## config.mk

```make
export PLATFORM = sky130hd
export DESIGN_NAME = rtcp_port
export DESIGN_NICKNAME = d
export VERILOG_FILES = /design/src/core/rtcp_pkg.sv /design/src/core/rtcp_calendar.sv /design/src/core/rtcp_port.sv
export SDC_FILE = /design/constraint.sdc
export NUM_CORES = 1
export LEC_CHECK = 0
export ABC_AREA = 1
export BUFFER_PORTS_ARGS = -buffer_cell sky130_fd_sc_hd__buf_2
export CAP_MARGIN = 30
export CORE_MARGIN = 1.5
export CORE_UTILIZATION = 59
export CTS_BUF_LIST = sky130_fd_sc_hd__clkbuf_4
export DETAILED_ROUTE_END_ITERATION = 6
export GPL_TIMING_DRIVEN = 0
export PLACE_DENSITY = 0.81
export SYNTH_ARGS = -nofsm -noshare
export SYNTH_HDL_FRONTEND = slang
export SYNTH_SLANG_ARGS = --single-unit
```

## constraint.sdc

```tcl
create_clock -name ref_clk -period 2.5 [get_ports ref_clk]
set_clock_uncertainty 0.05 [all_clocks]
set_input_delay 0.75 -clock ref_clk [delete_from_list [all_inputs] [get_ports ref_clk]]
set_output_delay 0.75 -clock ref_clk [all_outputs]
set_load 0.02 [all_outputs]
```

## src/core/rtcp_pkg.sv

```systemverilog
// Shared constants, types and helpers of the three-wire calendar clock port
package rtcp_pkg;

  // Timing: core clock and crystal rate; the divider runs at twice the crystal rate
  localparam int          CLK_HZ        = 40_000_000;
  localparam int          OSC_HZ        = 32_768;
  localparam int          HALF_TICK_HZ  = 2 * OSC_HZ;
  localparam int          ACC_W         = 26;
  localparam logic [25:0] ACC_LIMIT     = 26'(CLK_HZ);
  localparam logic [25:0] ACC_STEP      = 26'(HALF_TICK_HZ);
  localparam int          SUB_W         = 16;
  localparam logic [15:0] SUB_LAST      = 16'(HALF_TICK_HZ - 1);

  // Serial framing
  localparam int          CMD_BITS      = 8;
  localparam int          DATA_BITS     = 8;
  localparam int          CNT_W         = 4;
  localparam logic [3:0]  CMD_LAST      = 4'(CMD_BITS - 1);
  localparam logic [3:0]  DATA_LAST     = 4'(DATA_BITS - 1);
  localparam logic [3:0]  DATA_DONE     = 4'(DATA_BITS);
  localparam int          CMD_RD_BIT    = 0;
  localparam int          CMD_IDX_LSB   = 1;
  localparam int          CMD_IDX_MSB   = 4;

  // Register indices carried in the command byte
  localparam logic [3:0]  REG_STATUS2   = 4'h0;
  localparam logic [3:0]  REG_YEAR      = 4'h1;
  localparam logic [3:0]  REG_MONTH     = 4'h2;
  localparam logic [3:0]  REG_DAY       = 4'h3;
  localparam logic [3:0]  REG_HOUR      = 4'h4;
  localparam logic [3:0]  REG_MINUTE    = 4'h5;
  localparam logic [3:0]  REG_SECOND    = 4'h6;
  localparam logic [3:0]  REG_ALARM1    = 4'h7;
  localparam logic [3:0]  REG_ALARM2    = 4'h8;
  localparam logic [3:0]  REG_FREQ      = 4'h9;

  // Interrupt pin source codes held in status register 2
  localparam logic [2:0]  INT_ALARM1    = 3'h0;
  localparam logic [2:0]  INT_ALARM2    = 3'h1;
  localparam logic [2:0]  INT_USER_FREQ = 3'h2;
  localparam logic [2:0]  INT_MINUTE1   = 3'h3;
  localparam logic [2:0]  INT_MINUTE2   = 3'h4;
  localparam logic [2:0]  INT_CLK32K    = 3'h5;
  localparam logic [2:0]  STATUS2_RST   = 3'h0;
  localparam logic [5:0]  ALARM1_RST    = 6'h00;
  localparam logic [4:0]  ALARM2_RST    = 5'h00;
  localparam logic [3:0]  FREQ_RST      = 4'hF;
  localparam logic [5:0]  MINUTE2_HALF  = 6'h1E;

  // Calendar limits; year counts 0..99 as 2000..2099
  localparam logic [6:0]  YEAR_MAX      = 7'h63;
  localparam logic [3:0]  MONTH_MAX     = 4'hC;
  localparam logic [4:0]  HOUR_MAX      = 5'h17;
  localparam logic [5:0]  MIN_MAX       = 6'h3B;
  localparam logic [5:0]  SEC_MAX       = 6'h3B;
  localparam logic [6:0]  YEAR_RST      = 7'h00;
  localparam logic [3:0]  MONTH_RST     = 4'h1;
  localparam logic [4:0]  DAY_RST       = 5'h01;
  localparam logic [3:0]  MON_FEB       = 4'h2;
  localparam logic [3:0]  MON_APR       = 4'h4;
  localparam logic [3:0]  MON_JUN       = 4'h6;
  localparam logic [3:0]  MON_SEP       = 4'h9;
  localparam logic [3:0]  MON_NOV       = 4'hB;
  localparam logic [4:0]  DAYS_LONG     = 5'h1F;
  localparam logic [4:0]  DAYS_SHORT    = 5'h1E;
  localparam logic [4:0]  DAYS_FEB      = 5'h1C;
  localparam logic [4:0]  DAYS_FEB_LEAP = 5'h1D;

  typedef struct packed {
    logic [6:0] year;
    logic [3:0] month;
    logic [4:0] day;
    logic [4:0] hour;
    logic [5:0] minute;
    logic [5:0] second;
  } rtcp_time_t;

  typedef struct packed {
    logic       we;
    logic [3:0] idx;
    logic [7:0] data;
  } rtcp_wr_t;

  typedef enum logic [3:0] {
    ST_IDLE  = 4'b0001,
    ST_CMD   = 4'b0010,
    ST_WDATA = 4'b0100,
    ST_RDATA = 4'b1000
  } rtcp_state_t;

  // Every year of 2000..2099 divisible by four is a leap year, 2000 included
  function automatic logic [4:0] rtcp_days_in(input logic [3:0] m, input logic [6:0] y);
    case (m)
      MON_FEB: return (y[1:0] == 2'h0) ? DAYS_FEB_LEAP : DAYS_FEB;
      MON_APR, MON_JUN, MON_SEP, MON_NOV: return DAYS_SHORT;
      default: return DAYS_LONG;
    endcase
  endfunction

endpackage

```

## src/core/rtcp_calendar.sv

```systemverilog
// Binary calendar counter with leap years, advanced once per second
`timescale 1ns/100ps
`default_nettype none
module rtcp_calendar
  import rtcp_pkg::*;
(
  input  wire logic       ref_clk,
  input  wire logic       rst,
  input  wire logic       sec_tick,
  input  wire rtcp_wr_t   wr,
  output var  rtcp_time_t now
);

  rtcp_time_t t_r;
  wire logic  sec_wrap;
  wire logic  min_wrap;
  wire logic  hour_wrap;
  wire logic  day_wrap;
  wire logic  mon_wrap;
  wire logic  year_wrap;

  assign sec_wrap  = (t_r.second == SEC_MAX);
  assign min_wrap  = (t_r.minute == MIN_MAX);
  assign hour_wrap = (t_r.hour == HOUR_MAX);
  assign day_wrap  = (t_r.day >= rtcp_days_in(t_r.month, t_r.year));
  assign mon_wrap  = (t_r.month >= MONTH_MAX);
  assign year_wrap = (t_r.year >= YEAR_MAX);
  assign now       = t_r;

  ////////////////////////////////////////////////////////////////////////////
  // A host write wins over a tick in the same cycle; the tick is dropped
  always_ff @(posedge ref_clk) begin
    if (rst) begin
      t_r <= '{year: YEAR_RST, month: MONTH_RST, day: DAY_RST,
               hour: '0, minute: '0, second: '0};
    end else if (wr.we) begin
      case (wr.idx)
        REG_YEAR:   t_r.year   <= wr.data[6:0];
        REG_MONTH:  t_r.month  <= wr.data[3:0];
        REG_DAY:    t_r.day    <= wr.data[4:0];
        REG_HOUR:   t_r.hour   <= wr.data[4:0];
        REG_MINUTE: t_r.minute <= wr.data[5:0];
        REG_SECOND: t_r.second <= wr.data[5:0];
        default:    t_r        <= t_r;
      endcase
    end else if (sec_tick) begin
      t_r.second <= sec_wrap ? '0 : t_r.second + 6'h01;
      if (sec_wrap) begin
        t_r.minute <= min_wrap ? '0 : t_r.minute + 6'h01;
        if (min_wrap) begin
          t_r.hour <= hour_wrap ? '0 : t_r.hour + 5'h01;
          if (hour_wrap) begin
            t_r.day <= day_wrap ? DAY_RST : t_r.day + 5'h01;
            if (day_wrap) begin
              t_r.month <= mon_wrap ? MONTH_RST : t_r.month + 4'h1;
              if (mon_wrap) begin
                t_r.year <= year_wrap ? YEAR_RST : t_r.year + 7'h01;
              end
            end
          end
        end
      end
    end
  end

endmodule // rtcp_calendar
`default_nettype wire

```

## src/core/rtcp_port.sv

```systemverilog
// Three-wire host port, timebase and interrupt pin selection of the calendar clock
`timescale 1ns/100ps
`default_nettype none

module rtcp_port
  import rtcp_pkg::*;
(
  input  wire logic ref_clk,
  input  wire logic rst,
  input  wire logic cs_pin,
  input  wire logic sck_pin,
  input  wire logic bidir_data_pin_in,
  output var  logic bidir_data_pin_out,
  output var  logic bidir_data_pin_oe,
  output var  logic int_n_out,
  output var  logic int_n_oe
);

  ////////////////////////////////////////////////////////////////////////////
  // Pin synchronisers: bit 2 chip select, bit 1 serial clock, bit 0 data
  logic [2:0]       sync1_r;
  logic [2:0]       sync2_r;
  logic             cs_d_r;
  logic             sck_d_r;
  wire logic        cs_s;
  wire logic        sck_s;
  wire logic        din_s;
  wire logic        cs_rise;
  wire logic        sck_rise;
  wire logic        sck_fall;

  always_ff @(posedge ref_clk) begin
    if (rst) begin
      sync1_r <= 3'h0;
      sync2_r <= 3'h0;
      cs_d_r  <= 1'b0;
      sck_d_r <= 1'b0;
    end else begin
      sync1_r <= {cs_pin, sck_pin, bidir_data_pin_in};
      sync2_r <= sync1_r;
      cs_d_r  <= sync2_r[2];
      sck_d_r <= sync2_r[1];
    end
  end

  assign cs_s     = sync2_r[2];
  assign sck_s    = sync2_r[1];
  assign din_s    = sync2_r[0];
  assign cs_rise  = cs_s & ~cs_d_r;
  assign sck_rise = cs_s & sck_s & ~sck_d_r;
  assign sck_fall = cs_s & ~sck_s & sck_d_r;

  ////////////////////////////////////////////////////////////////////////////
  // Timebase: fractional accumulator gives a pulse at twice the crystal rate
  logic [ACC_W-1:0] acc_r;
  logic             half_tick_r;
  logic [SUB_W-1:0] sub_cnt_r;
  logic             clk32_r;
  logic             sec_tick_r;
  wire logic [ACC_W-1:0] acc_sum;
  wire logic        acc_over;

  assign acc_sum  = acc_r + ACC_STEP;
  assign acc_over = (acc_sum >= ACC_LIMIT);

  always_ff @(posedge ref_clk) begin
    if (rst) begin
      acc_r       <= '0;
      half_tick_r <= 1'b0;
      sub_cnt_r   <= '0;
      clk32_r     <= 1'b0;
      sec_tick_r  <= 1'b0;
    end else begin
      acc_r       <= acc_over ? acc_sum - ACC_LIMIT : acc_sum;
      half_tick_r <= acc_over;
      sec_tick_r  <= half_tick_r && (sub_cnt_r == SUB_LAST);
      if (half_tick_r) begin
        clk32_r   <= ~clk32_r;
        sub_cnt_r <= (sub_cnt_r == SUB_LAST) ? '0 : sub_cnt_r + 16'h0001;
      end
    end
  end

  ////////////////////////////////////////////////////////////////////////////
  // Serial engine: commands sampled on rising clock, read data driven on falling
  rtcp_state_t      state_r;
  logic [CNT_W-1:0] bit_cnt_r;
  logic [7:0]       shift_r;
  logic [3:0]       idx_r;
  rtcp_wr_t         wr_r;
  logic [7:0]       rd_data;
  wire logic [7:0]  shift_in;
  wire logic [3:0]  cmd_idx;
  wire logic        cmd_rd;
  rtcp_time_t       now;
  logic [2:0]       status2_r;
  logic [5:0]       alarm1_r;
  logic [4:0]       alarm2_r;
  logic [3:0]       freq_r;

  assign shift_in = {shift_r[6:0], din_s};
  assign cmd_idx  = shift_in[CMD_IDX_MSB:CMD_IDX_LSB];
  assign cmd_rd   = shift_in[CMD_RD_BIT];

  always_comb begin
    case (cmd_idx)
      REG_STATUS2: rd_data = {5'h00, status2_r};
      REG_YEAR:    rd_data = {1'b0, now.year};
      REG_MONTH:   rd_data = {4'h0, now.month};
      REG_DAY:     rd_data = {3'h0, now.day};
      REG_HOUR:    rd_data = {3'h0, now.hour};
      REG_MINUTE:  rd_data = {2'h0, now.minute};
      REG_SECOND:  rd_data = {2'h0, now.second};
      REG_ALARM1:  rd_data = {2'h0, alarm1_r};
      REG_ALARM2:  rd_data = {3'h0, alarm2_r};
      REG_FREQ:    rd_data = {4'h0, freq_r};
      default:     rd_data = 8'h00;
    endcase
  end

  always_ff @(posedge ref_clk) begin
    if (rst) begin
      state_r           <= ST_IDLE;
      bit_cnt_r         <= '0;
      shift_r           <= 8'h00;
      idx_r             <= 4'h0;
      wr_r              <= '0;
      bidir_data_pin_oe <= 1'b0;
    end else begin
      wr_r.we <= 1'b0;
      if (!cs_s) begin
        state_r           <= ST_IDLE;
        bidir_data_pin_oe <= 1'b0;
      end else if (cs_rise) begin
        state_r           <= ST_CMD;
        bit_cnt_r         <= '0;
        bidir_data_pin_oe <= 1'b0;
      end else begin
        case (state_r)
          ST_CMD: if (sck_rise) begin
            shift_r   <= shift_in;
            bit_cnt_r <= bit_cnt_r + 4'h1;
            if (bit_cnt_r == CMD_LAST) begin
              idx_r     <= cmd_idx;
              bit_cnt_r <= '0;
              state_r   <= cmd_rd ? ST_RDATA : ST_WDATA;
              if (cmd_rd) begin
                shift_r <= rd_data;
              end
            end
          end
          ST_WDATA: if (sck_rise) begin
            shift_r   <= shift_in;
            bit_cnt_r <= bit_cnt_r + 4'h1;
            if (bit_cnt_r == DATA_LAST) begin
              wr_r    <= '{we: 1'b1, idx: idx_r, data: shift_in};
              state_r <= ST_IDLE;
            end
          end
          ST_RDATA: if (sck_fall) begin
            // Open drain: a one is sent by releasing the line
            bidir_data_pin_oe <= (bit_cnt_r != DATA_DONE) && !shift_r[7];
            if (bit_cnt_r != DATA_DONE) begin
              shift_r   <= {shift_r[6:0], 1'b0};
              bit_cnt_r <= bit_cnt_r + 4'h1;
            end
          end
          ST_IDLE:  bidir_data_pin_oe <= 1'b0;
          default:  state_r <= ST_IDLE;
        endcase
      end
    end
  end

  ////////////////////////////////////////////////////////////////////////////
  // Local settings written through the port
  always_ff @(posedge ref_clk) begin
    if (rst) begin
      status2_r <= STATUS2_RST;
      alarm1_r  <= ALARM1_RST;
      alarm2_r  <= ALARM2_RST;
      freq_r    <= FREQ_RST;
    end else if (wr_r.we) begin
      case (wr_r.idx)
        REG_STATUS2: status2_r <= wr_r.data[2:0];
        REG_ALARM1:  alarm1_r  <= wr_r.data[5:0];
        REG_ALARM2:  alarm2_r  <= wr_r.data[4:0];
        REG_FREQ:    freq_r    <= wr_r.data[3:0];
        default:     status2_r <= status2_r;
      endcase
    end
  end

  rtcp_calendar u_calendar (
    .ref_clk  (ref_clk),
    .rst      (rst),
    .sec_tick (sec_tick_r),
    .wr       (wr_r),
    .now      (now)
  );

  ////////////////////////////////////////////////////////////////////////////
  // Interrupt pin: active low open drain, so the selected source pulls it low
  wire logic src_alarm1;
  wire logic src_alarm2;
  wire logic src_user;
  wire logic src_min1;
  wire logic src_min2;
  logic      int_sel;

  assign src_alarm1 = (now.minute == alarm1_r);
  assign src_alarm2 = (now.hour == alarm2_r) && (now.minute == '0);
  assign src_user   = sub_cnt_r[freq_r];
  assign src_min1   = (now.second == '0);
  assign src_min2   = (now.second < MINUTE2_HALF);

  always_comb begin
    case (status2_r)
      INT_ALARM1:    int_sel = src_alarm1;
      INT_ALARM2:    int_sel = src_alarm2;
      INT_USER_FREQ: int_sel = src_user;
      INT_MINUTE1:   int_sel = src_min1;
      INT_MINUTE2:   int_sel = src_min2;
      INT_CLK32K:    int_sel = clk32_r;
      default:       int_sel = 1'b0;
    endcase
  end

  always_ff @(posedge ref_clk) begin
    if (rst) begin
      int_n_oe           <= 1'b0;
      int_n_out          <= 1'b0;
      bidir_data_pin_out <= 1'b0;
    end else begin
      int_n_oe           <= int_sel;
      int_n_out          <= 1'b0;
      bidir_data_pin_out <= 1'b0;
    end
  end

endmodule // rtcp_port
`default_nettype wire

```

==> results_dict.tcl, run 1 <==
set metrics [dict create \
    cp.required_ns 2.89 \
    cp_max_fo 10 \
    portBuffers 6 \
    cts_sinks 129 \
    finalPower_mw 3.68 \
    clkTransAtPathRegs_ns 0.11 \
    vias 7264 \
    synth_edf_count 0 \
    hpwl_mm 14.3 \
    clock_path_buffers 2 \
    slew_viol_final 0 \
    clockRootBuffer "clkbuf_4" \
    gr-total-overflow 0 \
    dieArea_mm2 0.0131 \
    cp-end-kind "flop" \
    grt_pass1_wl_mm 31.1 \
    fin_crit_ns 2.37 \
    crit_slowest_cell "dfxtp_4" \
    grt_max_degree 17 \
    die_w_um 114 \
    yosysTopAreaCellShare_pct 35.2 \
    yosys_most_used_dff "dfxtp_1" \
    globalplace.congestion 1.01 \
    hold_class "input port to flop" \
    crit_type "flop to flop" \
    synthTopCellsByArea "dfxtp_1, nand2_1, inv_1, a21oi_1, o21ai_0" \
    h-tree-depth 4 \
    cp-start-kind "flop" \
    final_cells 1317 \
    path_delay_family "simple AND/OR/NAND/NOR gates" \
    drt-vias-per-instance 5.52 \
    mostFrequentLayoutCell "nand2_1" \
    nets 1164 \
    period_share_pct 95.0 \
    cpPeakStageDelay_ns 0.38 \
    syn_area_mm2 0.00733 \
    grt_pass1_vias 6520 \
    grt_util_all_layers_pct 30.6 \
    syn-instance-count 1109 \
    cts_tree "yes" \
    m1WireLength_mm 8.66 \
    wl_met3_mm 1.36 \
    ir_drop_uv 664 \
    rows 40 \
    drt_iter0_drc 668 \
    setup_violations 0 \
    fillers 1096 \
    clock_latency_ns 0.55 \
    detail_route.wl_per_cell_um 14.6 \
    drc_errors 0 \
    ant_nets 0 \
    ys_warn_count 0 \
    final_hold_viol_count 0 \
    max_slew.worst_pin.slew_ns 0.800 \
    cp_cell_sequence "inv_2 > ha_1 > nor3b_4 > a21oi_1 > ha_1 > inv_1 > nand2_1 > a21oi_1 > o21ai_2 > nand3_2 > nor3_4 > buf_12 > inv_2 > nor2_1 > nor2_1" \
    placedCellCount 1284 \
    area_growth_pct 7.97 \
    wl_mm 19.2 \
    synth_area_leader_cell "dfxtp_1" \
    slew_headroom_pct 46.7 \
    core-area_mm2 0.0121 \
    synth.avg_cell_area_um2 6.61 \
    arrival_ns 2.77 \
    cp_num_buf_inv 4 \
    drtPass1Iterations 5 \
    die_h_um 114 \
    route.met2.wl_mm 8.69 \
    synth_cell_type_count 47 \
    ys_seq_elements 129 \
    numCtsBuffers 17 \
    top_layer "met4" \
    io_pins 9 \
    powerDensity_mw_per_mm2 465 \
    drive_gt1_share_pct 6.53 \
    p_leak_nw 3.42 \
    status "finished, final reports clean" \
    fmax_mhz 421 \
    final_cell_mix "nand2_1, inv_1, nor2_1" \
    maxCapViolations 0 \
    seq_area_frac_synth_pct 35.2 \
    antenna_found_initial 1 \
    start_util_pct 60.8 \
    synthArstFlopShare_pct 0 \
]
-- power by group --
part	switching (mW)	internal, mW
combinational	0.110	0.0439
clock	0.770	0.679
sequential	0.0104	2.06
total	0.890	2.79
-- metal layers --
layer	vias up	track usage (%)
li1	3697	-
met1	3285	39.2
met2	241	49.0
met3	41	7.78
met4	0	12.6
met5	-	0
-- synthesized netlist by cell type (4+ instances only) --
cell      count
ha_1         22
inv_2         4
nand4_1      19
o211ai_1      7
nor3_1       19
nand2_2       5
a31oi_1      10
a21oi_1     109
o21ai_0      99
buf_2         5
xnor2_1      11
clkbuf_1     15
a211oi_1      5
nand2_1     219
xor2_1       18
nand3b_1      4
o21ai_1       4
dfxtp_1     129
nor2_1      128
nand3_1      65
inv_1       158
o22ai_1      13
-- through the flow --
stage          hold WS, ns  setup TNS [ns]  area [um2]  util, %  worst slack, ns
2_1_floorplan        0.338               0        7330        -           0.0682
3_3_place_gp         0.343           -2.72        7570     62.8           -0.387
3_5_place_dp         0.349           -3.12        7570     62.8           -0.420
4_1_cts              0.308               0        7890     65.4          0.00333
5_1_grt              0.311         -0.0422        7910     65.6          -0.0235
6_report             0.345               0        7910     65.6            0.125
-- worst paths after layout --
check	start	endpoint	slack, ns	cells after the start
worst min register to register	sync1_r[1]	sync2_r[1]	0.36	2
worst max-delay path	u_calendar.now[22]	u_calendar.now[31]	0.13	15
worst max register to register	u_calendar.now[22]	u_calendar.now[31]	0.13	15
worst min-delay path	bidir_data_pin_in	sync1_r[0]	0.35	3
-- registers in the layout, summed over array words and instances (netlist names) --
signal             flops
bidir_data_pin_oe      1
alarm1_r               6
sync2_r                3
sub_cnt_r             16
half_tick_r            1
status2_r              3
freq_r                 4
state_r                4
idx_r                  4
int_n_oe               1
sck_d_r                1
u_calendar.now        33
sync1_r                3
alarm2_r               5
wr_r                  12
cs_d_r                 1
clk32_r                1
bit_cnt_r              4
sec_tick_r             1
acc_r                 17
shift_r                8
-- worst min-delay path, delay by kind of cell --
family,cells,cell delay [ns]
buf+inv,2,0.13
simple gates,1,0.03
-- cell type report --
type | count | area (um2) | area share [%]
antenna | 1 | 2.50 | 0.0316
buffer | 27 | 134 | 1.69
clock buffer | 18 | 135 | 1.71
clock inverter | 12 | 144 | 1.82
inverter | 164 | 616 | 7.78
multi-input combinational | 790 | 4030 | 50.9
sequential | 129 | 2590 | 32.7
tap | 168 | 210 | 2.66
timing repair buffer | 8 | 57.6 | 0.727
-- what timing repair did --
action | in CTS | in global routing
pin swaps | 1 | 2
endpoints found under the setup margin | 11 | 15
hold buffers | 0 | 0
gates resized for setup | 4 | 8
buffers inserted | 1 | 1
cloned | 0 | 0
-- logic make-up after synthesis --
kind of cell / after synthesis / synth area share [%]
AND/OR/NAND/NOR: 476 / 28.0
AO/OA/AOI/OAI: 261 / 19.3
buffers and inverters: 191 / 10.2
flip-flops: 129 / 35.2
XOR/XNOR: 29 / 3.47
adder cells (fa/ha/maj): 22 / 3.76
other: 1 / 0.0512
(Power assumes the default switching activity.)
==> run 2: changes to the inputs <==
--- a/config.mk
+++ b/config.mk
@@ -9,11 +9,11 @@
 export BUFFER_PORTS_ARGS = -buffer_cell sky130_fd_sc_hd__buf_2
 export CAP_MARGIN = 30
 export CORE_MARGIN = 1.5
-export CORE_UTILIZATION = 59
+export CORE_UTILIZATION = 49
 export CTS_BUF_LIST = sky130_fd_sc_hd__clkbuf_4
 export DETAILED_ROUTE_END_ITERATION = 6
 export GPL_TIMING_DRIVEN = 0
-export PLACE_DENSITY = 0.81
+export PLACE_DENSITY = 0.7
 export SYNTH_ARGS = -nofsm -noshare
 export SYNTH_HDL_FRONTEND = slang
 export SYNTH_SLANG_ARGS = --single-unit
==> run 2 against run 1 <==
  * Core utilization down 10 points
  * Register-to-register slack barely moved
  * Sequential share of layout area fell by 0.51 points
  * First-iteration DRC count shrank 10%
  * Worst hold slack got worse by 0.016 ns
  * Sequential power about the same
  * Final area up 1.9%
  * Flip-flop and latch count unchanged
  * Maximum frequency grew 0.18%
  * Total power grew 2.1%
  * Combinational power is essentially flat
  * Die area increased by 20%
  * Highest routed layer unchanged
==> results_dict.tcl, run 2 (synthesized netlist as in run 1, its figures left out) <==
set metrics [dict create \
    cp-end-kind "flop" \
    grt_pass1_vias 6517 \
    final_hold_viol_count 0 \
    ir_drop_uv 308 \
    dieArea_mm2 0.0157 \
    h-tree-depth 4 \
    clock_latency_ns 0.57 \
    final_cells 1341 \
    antenna_found_initial 1 \
    start_util_pct 50.2 \
    grt_max_degree 17 \
    crit_type "flop to flop" \
    die_w_um 125 \
    drc_errors 0 \
    clock_path_buffers 2 \
    numCtsBuffers 17 \
    placedCellCount 1300 \
    powerDensity_mw_per_mm2 466 \
    grt_util_all_layers_pct 26.3 \
    period_share_pct 94.8 \
    ff_latch_area_mm2 0.00259 \
    grt_pass1_wl_mm 32.9 \
    ant_nets 0 \
    drive_gt1_share_pct 8.22 \
    rsz0062_at_grt "true" \
    vias 7386 \
    drt-vias-per-instance 5.51 \
    detail_route.wl_per_cell_um 15.2 \
    p_leak_nw 3.48 \
    io_pins 9 \
    finalPower_mw 3.75 \
    gr-total-overflow 0 \
    clockRootBuffer "clkbuf_4" \
    maxCapViolations 0 \
    postPlaceCellArea_mm2 0.00759 \
    hpwl_mm 15.0 \
    arrival_ns 2.81 \
    portBuffers 6 \
    slew_headroom_pct 45.8 \
    fin_area_mm2 0.00806 \
    cts_sinks 129 \
    fin_crit_ns 2.37 \
    cp-start-kind "flop" \
    wl_mm 20.4 \
    fmax_mhz 422 \
    cp_max_fo 8 \
    worstHoldStart "sck_pin" \
    status "finished, final reports clean" \
    mostFrequentLayoutCell "nand2_1" \
    drt_iter0_drc 598 \
    fillers 1437 \
    cp.required_ns 2.94 \
    max_slew.worst_pin.slew_ns 0.813 \
    whs_ns 0.329 \
    globalplace.congestion 1.00 \
    multi_input_area_mm2 0.00408 \
    critPathLaunch "u_calendar.now[22]" \
    core-area_mm2 0.0146 \
    nets 1171 \
    r2r_start "u_calendar.now[22]" \
    setup_violations 0 \
    slew_viol_final 0 \
    die_h_um 125 \
    final_cell_mix "nand2_1, inv_1, nor2_1" \
    clkTransAtPathRegs_ns 0.11 \
    cts_tree "yes" \
    drtPass1Iterations 5 \
    hold_class "input port to flop" \
    area_growth_pct 10.0 \
    rows 44 \
    setup_tns_ns 0 \
    largest_reg_flops 33 \
]
## run 2: cell types whose count changed in the layout (fill, tap and decap cells not counted), moves of 3 or more
cell        change
a21oi_1         -3
ha_4            +3
ha_1            -3
clkinvlp_4      -3
dfxtp_2         +3
dfxtp_1         -4
buf_4           +7
a21oi_2         +3
## run 2: per-layer routing
metal	part of all wire [%]	GRT usage, %	vias up
met5	0	0	-
met4	2.9	9.49	0
met3	6.5	5.09	40
met2	44	41.4	231
met1	47	36.1	3401
li1	-	-	3714
## run 2: per-stage QoR
step                setup WS (ns)  util [%]
CTS                        0.0374      54.4
detailed placement         -0.617      52.0
finish                      0.130      55.3
floorplan                  0.0682         -
global placement           -0.581      52.0
global route              -0.0362      55.3
## run 2: critical path, cell delays in order, from the launching register on
cell	delay, ns
dfxtp_4	0.39
inv_4	0.08
ha_4	0.14
nor3b_4	0.20
a21oi_2	0.07
ha_1	0.27
inv_1	0.04
nand2_1	0.06
a21oi_2	0.06
o21ai_2	0.21
buf_4	0.17
nand4_1	0.25
nand2_1	0.15
nand2_1	0.06
nor2_1	0.11
## run 2: area by class of cell
cell class | count | share of cell area [%]
Multi-Input combinational cell | 790 | 50.6
Sequential cell | 129 | 32.2
Inverter | 164 | 7.70
Tap cell | 184 | 2.86
Clock buffer | 20 | 1.86
Clock inverter | 11 | 1.74
Buffer | 27 | 1.66
Timing Repair Buffer | 15 | 1.37
Antenna cell | 1 | 0.0310
## run 2: where the power goes
part           total (mW)  internal (mW)  switching (mW)
combinational       0.153         0.0439           0.109
sequential           2.08           2.06          0.0114
clock                1.53          0.713           0.813
## run 2: worst paths after layout
kind,to,slack (ns),depth (start not counted)
worst max-delay path,u_calendar.now[24],0.13,14
worst min-delay path,sync1_r[1],0.33,3
worst max register to register,u_calendar.now[24],0.13,14
worst min register to register,sync2_r[2],0.36,2
## run 2: what timing repair did
item	4_1_cts	5_1_grt
buffers inserted	3	6
pin swaps	2	8
hold buffers	0	0
resized for setup	5	25
gates cloned	0	0
setup endpoints to repair	11	19
hold endpoints to repair	0	0
